[config.mk]
export PLATFORM = sky130hd
export DESIGN_NAME = rpf_reset_pin_filter
export DESIGN_NICKNAME = d
export VERILOG_FILES = /design/src/rpf_pkg.sv /design/src/rpf_reset_pin_filter.sv
export SDC_FILE = /design/constraint.sdc
export NUM_CORES = 1
export LEC_CHECK = 0
export BUFFER_PORTS_ARGS = -buffer_cell sky130_fd_sc_hd__buf_2
export CORE_MARGIN = 1.5
export CORE_UTILIZATION = 48
export DETAILED_ROUTE_END_ITERATION = 6
export MAX_ROUTING_LAYER = met4
export PLACE_DENSITY = 0.84
export SLEW_MARGIN = 30
export SYNTH_ARGS = -nofsm -noshare
export SYNTH_HDL_FRONTEND = slang
export SYNTH_SLANG_ARGS = --single-unit
export TNS_END_PERCENT = 30
[constraint.sdc]
create_clock -name sys_clk -period 2.5 [get_ports sys_clk]
set_input_delay 0.125 -clock sys_clk [delete_from_list [all_inputs] [get_ports sys_clk]]
set_output_delay 0.125 -clock sys_clk [all_outputs]
set_load 0.05 [all_outputs]
[src/rpf_pkg.sv]
package rpf_pkg;
   // ------------------------------------------------------------
   // Register map (word addresses, one byte-wide register per word)
   // ------------------------------------------------------------
   localparam logic [3:0] RPF_CTRL_IDX = 4'h4;
   localparam logic [3:0] RPF_WIDTH_IDX = 4'h5;
   localparam logic [5:0] RPF_CTRL_ADDR = {2'b00, RPF_CTRL_IDX};
   localparam logic [5:0] RPF_WIDTH_ADDR = {2'b00, RPF_WIDTH_IDX};
   localparam logic [5:0] RPF_MODE_ADDR = 6'h20;
   localparam logic [5:0] RPF_STAT_ADDR = 6'h24;

   // ------------------------------------------------------------
   // Field layout and reset values
   // ------------------------------------------------------------
   localparam int RPF_RW_SEL_LSB = 0;
   localparam int RPF_STOP_SEL_BIT = 2;
   localparam int RPF_WIDTH_BITS = 5;
   localparam logic [2:0] RPF_CTRL_RST = 3'h0;
   localparam logic [4:0] RPF_WIDTH_RST = 5'h00;

   // Run/wait filter source codes
   localparam logic [1:0] RPF_RW_NONE = 2'h0;
   localparam logic [1:0] RPF_RW_BUS = 2'h1;
   localparam logic [1:0] RPF_RW_OSC = 2'h2;

   // Power mode as seen by the filter
   typedef enum logic [1:0] {
      RPF_MODE_RUN,
      RPF_MODE_WAIT,
      RPF_MODE_STOP,
      RPF_MODE_LEAK
   } rpf_mode_t;

   // Low-power oscillator filter count in its own clock ticks
   localparam int RPF_OSC_COUNT = 3;
endpackage

[src/rpf_reset_pin_filter.sv]
// Design decision made here: register access over Avalon-MM.
`timescale 1ns/10ps
module rpf_reset_pin_filter
   import rpf_pkg::*;
#(
   parameter int OSC_COUNT = RPF_OSC_COUNT
) (
   // Clock and resets
   input wire logic sys_clk,
   input wire logic rst_n,
   input wire logic por_n,
   // Avalon-MM slave
   input wire logic [5:0] avs_address,
   input wire logic avs_read,
   input wire logic avs_write,
   input wire logic [31:0] avs_writedata,
   input wire logic [3:0] avs_byteenable,
   output logic [31:0] avs_readdata,
   output logic avs_waitrequest,
   // Power mode and oscillator tick
   input wire logic [1:0] power_mode,
   input wire logic low_power_osc_clock,
   // Reset pin in, filtered level out (active low)
   input wire logic reset_pin_n,
   output logic filtered_reset_n
);

   // ------------------------------------------------------------
   // Bus slave
   // ------------------------------------------------------------
   logic [2:0] ctrl_ff;
   logic [4:0] width_ff;
   logic ack_ff;
   logic [31:0] rdata_ff;
   logic [31:0] nxt_rdata;
   logic stop_mode;
   logic [1:0] active_sel;
   wire access = (avs_read | avs_write) & ~ack_ff;
   wire hit_ctrl = avs_address == RPF_CTRL_ADDR;
   wire hit_width = avs_address == RPF_WIDTH_ADDR;
   wire hit_stat = avs_address == RPF_STAT_ADDR;
   // Writes land on the edge that sees waitrequest low, as the master expects
   wire commit = (avs_read | avs_write) & ack_ff;
   wire wr_ctrl = commit & avs_write & hit_ctrl & avs_byteenable[0];
   wire wr_width = commit & avs_write & hit_width & avs_byteenable[0];

   // One wait state per access; answer on the second edge
   assign avs_waitrequest = (avs_read | avs_write) & ~ack_ff;
   assign avs_readdata = rdata_ff;

   // Unused high bits are zero padding, writes to them are dropped
   always_comb begin
      nxt_rdata = 32'h0000_0000;
      if (hit_ctrl) begin
         nxt_rdata = {29'h0, ctrl_ff};
      end else if (hit_width) begin
         nxt_rdata = {27'h0, width_ff};
      end else if (hit_stat) begin
         nxt_rdata = {28'h0, stop_mode, active_sel, filtered_reset_n};
      end
   end

   always_ff @(posedge sys_clk or negedge rst_n) begin
      if (!rst_n) begin
         ack_ff <= 1'b0;
         rdata_ff <= 32'h0000_0000;
      end else begin
         ack_ff <= access;
         if (access & avs_read) begin
            rdata_ff <= nxt_rdata;
         end
      end
   end

   // Settings live on the power-on reset only, so warm resets keep them
   always_ff @(posedge sys_clk or negedge por_n) begin
      if (!por_n) begin
         ctrl_ff <= RPF_CTRL_RST;
         width_ff <= RPF_WIDTH_RST;
      end else begin
         if (wr_ctrl) begin
            ctrl_ff <= avs_writedata[2:0];
         end
         if (wr_width) begin
            width_ff <= avs_writedata[RPF_WIDTH_BITS-1:0];
         end
      end
   end

   // ------------------------------------------------------------
   // Source selection
   // ------------------------------------------------------------
   assign stop_mode = power_mode[1];
   wire [1:0] rw_sel = ctrl_ff[RPF_RW_SEL_LSB+1:RPF_RW_SEL_LSB];
   // Stop modes honour only the stop bit; reserved run code filters nothing
   assign active_sel = stop_mode ? (ctrl_ff[RPF_STOP_SEL_BIT] ? RPF_RW_OSC : RPF_RW_NONE)
                                 : ((rw_sel == RPF_RW_BUS || rw_sel == RPF_RW_OSC) ? rw_sel
                                    : RPF_RW_NONE);
   wire bus_on = active_sel == RPF_RW_BUS;
   wire osc_on = active_sel == RPF_RW_OSC;

   // ------------------------------------------------------------
   // Pin and oscillator synchronisers
   // ------------------------------------------------------------
   logic [2:0] pin_sync_ff;
   logic [2:0] osc_sync_ff;
   logic osc_lvl_ff;
   // Oscillator level is taken only once stages two and three agree
   wire osc_agree = osc_sync_ff[1] == osc_sync_ff[2];
   always_ff @(posedge sys_clk or negedge rst_n) begin
      if (!rst_n) begin
         pin_sync_ff <= 3'h7;
         osc_sync_ff <= 3'h0;
         osc_lvl_ff <= 1'b0;
      end else begin
         pin_sync_ff <= {pin_sync_ff[1:0], reset_pin_n};
         osc_sync_ff <= {osc_sync_ff[1:0], low_power_osc_clock};
         if (osc_agree) begin
            osc_lvl_ff <= osc_sync_ff[2];
         end
      end
   end
   // Level counts only once stages two and three agree
   wire pin_agree = pin_sync_ff[1] == pin_sync_ff[2];
   wire pin_lvl = pin_sync_ff[2];
   // One tick per settled rising edge; an oscillator already high at reset release
   // gives one early tick, which only shortens the first filter window
   wire osc_tick = osc_agree & osc_sync_ff[2] & ~osc_lvl_ff;

   // ------------------------------------------------------------
   // Filters
   // ------------------------------------------------------------
   logic [5:0] bus_cnt_ff;
   logic [7:0] osc_cnt_ff;
   logic out_ff;
   wire [5:0] bus_target = {1'b0, width_ff} + 6'h01;
   wire differs = pin_agree & (pin_lvl != out_ff);

   // Counters restart whenever the pin level matches the output again, so only a steady level passes
   always_ff @(posedge sys_clk or negedge rst_n) begin
      if (!rst_n) begin
         bus_cnt_ff <= 6'h00;
         osc_cnt_ff <= 8'h00;
         out_ff <= 1'b1;
      end else begin
         if (!bus_on || stop_mode || !differs) begin
            bus_cnt_ff <= 6'h00;
         end else if (bus_cnt_ff + 6'h01 >= bus_target) begin
            bus_cnt_ff <= 6'h00;
         end else begin
            bus_cnt_ff <= bus_cnt_ff + 6'h01;
         end
         if (!osc_on || !differs) begin
            osc_cnt_ff <= 8'h00;
         end else if (osc_tick) begin
            osc_cnt_ff <= (osc_cnt_ff + 8'h01 >= 8'(OSC_COUNT)) ? 8'h00 : osc_cnt_ff + 8'h01;
         end
         if (active_sel == RPF_RW_NONE && pin_agree) begin
            out_ff <= pin_lvl;
         end else if (bus_on && differs && bus_cnt_ff + 6'h01 >= bus_target) begin
            out_ff <= pin_lvl;
         end else if (osc_on && differs && osc_tick && osc_cnt_ff + 8'h01 >= 8'(OSC_COUNT)) begin
            out_ff <= pin_lvl;
         end
      end
   end
   assign filtered_reset_n = out_ff;
endmodule

==> After elaboration in Yosys (flattened, before gate mapping) <==
Index checks and enable logic that the tools add are counted.
{ "classes": {"addsub": 3, "n_reduce_logical": 16, "bitwise_logic": 14, "n_lt_le_gt_ge": 2, "n_eq_ne": 10, "muxes": 14} }
{ "op_table": {"columns": ["operator", "count"], "rows": [
  ["two-way mux 32 bit", 2],
  ["two-way mux 8 bit", 3],
  ["== test 6 x 3 -> 1 bit (second input constant)", 2],
  ["two-way mux 6 bit", 2],
  ["bitwise AND 1 bit", 11],
  ["adder 8 x 1 -> 8 bit (second input constant)", 1],
  [">= comparator 8 x 2 -> 1 bit (second input constant)", 1],
  ["adder 5 x 1 -> 6 bit (second input constant)", 1],
  ["adder 6 x 1 -> 6 bit (second input constant)", 1],
  ["== test 6 bit (second input constant)", 1],
  [">= comparator 6 bit", 1],
  ["logical AND 1 bit", 6],
  ["two-way mux 2 bit", 3],
  ["== test 2 x 1 -> 1 bit (second input constant)", 2],
  ["== test 2 bit (second input constant)", 2],
  ["logical OR 1 bit", 4],
  ["two-way mux 4 bit", 1],
  ["logical NOT 1 bit", 3],
  ["two-way mux 1 bit", 3],
  ["nonzero test 3 bit", 1],
  ["== test 1 bit", 2],
  ["logical NOT 2 bit", 1],
  ["inverter 1 bit", 2],
  ["nonzero test 2 bit", 1],
  ["other kinds (2)", 2]
]} }
{ "word_totals": {"wordCells": 69, "inputBits": 51, "out_inout_bits": 34, "reg_bits": 63} }

==> Logic depth before layout (Yosys ltp) <==
{ "depth": {"depth_word": 11, "ltp_mapped": 10, "depth_no_buf": 10} }

==> Least setup slack after synthesis <==
OpenSTA, ideal clock, no wires.
{ "synth_path": {"path_type": "register to register", "start": "register width_ff[0]", "end": "register out_ff (netlist: filtered_reset_n)", "setup_slack_ns": 0.302, "arrival_time_ns": 2.115, "required_ns": 2.418, "synth_period_minus_slack_ns": 2.198, "path_buffers": 0, "stages_incl_launch_ff": 11, "cell_sequence": "dfrtp_1 -> ha_1 -> nand3_1 -> xor2_1 -> ha_1 -> o21ai_0 -> nor2_1 -> nor2_1 -> o21ai_0 -> a221oi_1 -> mux2_2"} }
{ "synth_via": {"elab_chain_len": 5, "word_cells_on_any_way": 6, "cone_classes": "add/sub: 1; order compare: 1; mux: 2; reduce/logical: 2"} }
{ "synth_lines": {"columns": ["element", "line", "rtl"], "rows": [
  ["start, declared", "rpf_reset_pin_filter.sv:32", "logic [4:0] width_ff;"],
  ["start signal, assigned", "rpf_reset_pin_filter.sv:85", "width_ff <= avs_writedata[RPF_WIDTH_BITS-1:0];"],
  ["adder 5 x 1 -> 6 bit (*)", "rpf_reset_pin_filter.sv:136", "wire [5:0] bus_target = {1'b0, width_ff} + 6'h01;"],
  [">= comparator 6 bit (*)", "rpf_reset_pin_filter.sv:160", "end else if (bus_on && differs && bus_cnt_ff + 6'h01 >= bus_target) begin"],
  ["logical AND 1 bit (*)", "rpf_reset_pin_filter.sv:160", null],
  ["two-way mux 1 bit", "rpf_reset_pin_filter.sv:160", null],
  ["two-way mux 1 bit", "rpf_reset_pin_filter.sv:158", "if (active_sel == RPF_RW_NONE && pin_agree) begin"],
  ["end signal, assigned", "rpf_reset_pin_filter.sv:159", "out_ff <= pin_lvl;"],
  ["end signal, assigned", "rpf_reset_pin_filter.sv:161", "out_ff <= pin_lvl;"],
  ["end signal, assigned", "rpf_reset_pin_filter.sv:163", "out_ff <= pin_lvl;"],
  ["end, declared", "rpf_reset_pin_filter.sv:135", "logic out_ff;"]
]} }
Mark *: on every way between the ends. The rest lies on a longest branch, timed or not.
A chain may end at the register's enable or synchronous reset.

==> Final worst setup path <==
Same ends and word-level chain as after synthesis.

==> impl_metrics.py <==
metrics = {
    "floorplan": {
        "start_util": 0.506,
        "core_um2": 4030,
        "rows": 23,
        "die_width_um": 68.2,
        "die_y_um": 68.2,
        "pin_count": 85,
        "dieArea_um2": 4650,
    },
    "layout": {
        "syn_to_final_growth_pct": 14.9,
        "num_antenna_cells": 0,
        "fin_nets": 296,
        "drive_above_1_share": 0.260,
        "final_common_cell": "dfrtp_1",
        "layout_common_cells": "dfrtp_1, conb_1, buf_2",
        "nFillCells": 333,
        "final_cells": 285,
    },
    "grt": {
        "grt_first_pass_wirelength_um": 5850,
        "overflow": 0,
        "grt_max_degree": 29,
        "grt_pass1_vias": 1354,
        "antenna_found_initial": 0,
        "grt_usage": 0.178,
    },
    "synth": {
        "synth_warnings": 0,
        "synth_cell_types": 39,
        "netlist_area_um2": 2040,
        "synth_flop_cell": "dfrtp_1",
        "synth_edf_count": 0,
        "ys_ff_latch": 36,
        "syn_inst": 194,
        "avgSynthCellArea_um2": 10.5,
        "yosysSeqAreaShare": 0.444,
        "ys_async_sr_fraction": 1.00,
    },
    "placed_design": {
        "dp_hpwl_um": 2650,
        "preCtsSetupSlack_ps": 51.5,
        "dp.cells": 268,
        "io_buffers": 26,
        "gp_congestion": 0.794,
    },
    "sta": {
        "fin_crit_sh": 0.940,
        "clock_skew_ps": 6.23,
        "finalCriticalPeriod_ps": 2350,
        "setup_tns_ps": 0,
        "slew_headroom": 0.588,
        "finalSetupViolCount": 0,
        "hold_viol_final": 0,
        "max_freq_mhz": 425,
        "worstMarginPinSlew_ps": 618,
        "fin_ws_ps": 150,
        "maxSlewViolCount": 0,
        "whs_ps": 80.3,
    },
    "pwr": {
        "p_comb_frac": 0.157,
        "p_leak_nw": 1.15,
        "ir_drop_mv": 0.510,
        "p_int_w": 0.00101,
        "p_sw_frac": 0.273,
        "clockPowerShare": 0.396,
        "netSwitchingPower_w": 0.000380,
        "powerDensity_nw_per_um2": 595,
        "p_seq_frac": 0.447,
    },
    "routing": {
        "vias": 1472,
        "wl_per_cell_um": 12.7,
        "wl_um": 3630,
        "drc_errors": 0,
        "viasPerCell": 5.16,
        "ant_nets": 0,
        "drtPass1Iterations": 4,
        "drt-initial-drc-count": 25,
    },
    "critical_path": {
        "cp.required_ps": 2710,
        "crit_fanout": 3,
        "end_kind": "flip-flop",
        "cp-start-kind": "flip-flop",
        "path_cells": "buf_4 -> nand3_1 -> xor2_1 -> ha_1 -> a211oi_1 -> nor2_1 -> nor2_1 -> o21ai_1 -> a221oi_1 -> mux2_2",
        "startpoint": "width_ff[0]$_DFFE_PN0P_",
        "reg2regPathDepth": 10,
        "crit_end": "filtered_reset_n$_DFFE_PN1P_",
        "crit_family": "compound AO/OA/AOI/OAI gates",
        "path_depth": 10,
        "r2r_start": "width_ff[0]$_DFFE_PN0P_",
        "path_common_cell": "nor2_1",
        "crit_buf_inv": 1,
        "rr_endpoint": "filtered_reset_n$_DFFE_PN1P_",
        "arrival_ps": 2560,
        "cp_slowest_cell": "dfrtp_2",
        "crit_type": "reg -> reg",
        "critPathMaxStageDelay_ps": 430,
        "reg2reg_setup_slack_ps": 150,
    },
    "clocking": {
        "clk_path_buf_depth": 2,
        "clock-root-buffer": "clkbuf_8",
        "cts_tree": "done",
        "cts_buffers": 5,
        "clock_latency_ps": 290,
        "htree_levels": 2,
        "clk_pin_slew_worst_paths_ps": 70,
        "cts_sinks": 36,
    },
    "min_path": {
        "hold_class": "in -> reg",
    },
    "status": {
        "status": "complete, no violations",
    },
    "run": {
        "cap_violations": 0,
    },
}
## cell type report
type	count	area, um^2	area share
timing repair buffer	35	208	0.0887
inverter	4	15.0	0.00641
clock inverter	1	30.0	0.0128
tap	50	62.6	0.0267
clock buffer	7	96.3	0.0411
sequential	36	908	0.388
multi-input combinational	152	1020	0.436
## sequential cells by signal, indices dropped and copies added, names as in the netlist, 3 cells and up
signal	count
ctrl_ff	3
osc_sync_ff	3
bus_cnt_ff	6
width_ff	5
avs_readdata	5
osc_cnt_ff	8
pin_sync_ff	3
## Yosys cell counts (2+ instances only)
library cell | number | share of area
mux2_2 | 9 | 0.050
a22o_1 | 4 | 0.017
and2_1 | 8 | 0.025
dfstp_2 | 4 | 0.052
o21ai_0 | 6 | 0.015
nand3_1 | 8 | 0.020
mux2i_1 | 3 | 0.015
nor2_1 | 14 | 0.026
xnor2_1 | 7 | 0.030
nor2b_1 | 6 | 0.018
inv_1 | 4 | 0.0074
xor2_1 | 4 | 0.017
nand2b_1 | 5 | 0.015
nand2_1 | 14 | 0.026
ha_1 | 11 | 0.068
a21oi_1 | 5 | 0.012
or3_1 | 2 | 0.0061
buf_4 | 27 | 0.099
dfrtp_1 | 32 | 0.39
nand4_1 | 2 | 0.0061
## power by group through the flow
stage | combinational, W | sequential, W | clock (W)
floorplan | 0.000184 | 0.000640 | 0
global placement | 0.000201 | 0.000633 | 0
detailed placement | 0.000204 | 0.000634 | 0
CTS | 0.000210 | 0.000623 | 0.000569
global route | 0.000236 | 0.000626 | 0.000591
finish | 0.000219 | 0.000623 | 0.000552
## cell families after synthesis
group | count (synthesis) | synth area share
AOI/OAI and AO/OA | 24 | 0.0804
and+or+nand+nor | 67 | 0.185
DFF | 36 | 0.444
other | 1 | 0.00184
adders and majority gates | 11 | 0.0675
muxes | 12 | 0.0645
xor gates and xnor gates | 11 | 0.0473
buffers and inverters | 32 | 0.109
## layer usage
metal	GRT usage	routed length, um
met5	-	0
met4	0.0775	64
met2	0.290	1780
met1	0.210	1590
met3	0.0428	193
## repair_timing
action,CTS,global route
endpoints found under the hold margin,34,0
gates resized for setup,0,7
hold buffers,4,0
setup buffers,0,5
endpoints found under the setup margin,0,1
## worst min-delay path by stage
stage / cells after the start / end / slack (ps) / start
after global placement: 1 / ctrl_ff[1]$_DFFE_PN0P_ / -30 / por_n
after CTS: 3 / width_ff[0]$_DFFE_PN0P_ / 50 / avs_writedata[0]
after global routing: 2 / width_ff[4]$_DFFE_PN0P_ / 70 / avs_writedata[4]
final: 2 / width_ff[3]$_DFFE_PN0P_ / 80 / avs_writedata[3]
after floorplan: 0 / ack_ff$_DFF_PN0_ / -170 / rst_n
after detailed placement: 1 / ctrl_ff[1]$_DFFE_PN0P_ / -30 / por_n
## through the flow
step	instance area (um^2)	util	total power, W
2_1_floorplan	2140	-	0.000823
3_3_place_gp	2120	0.527	0.000834
3_5_place_dp	2120	0.527	0.000839
4_1_cts	2290	0.568	0.00140
5_1_grt	2340	0.581	0.00145
6_report	2340	0.581	0.00139
No activity file was read; power rests on OpenSTA's default activity.
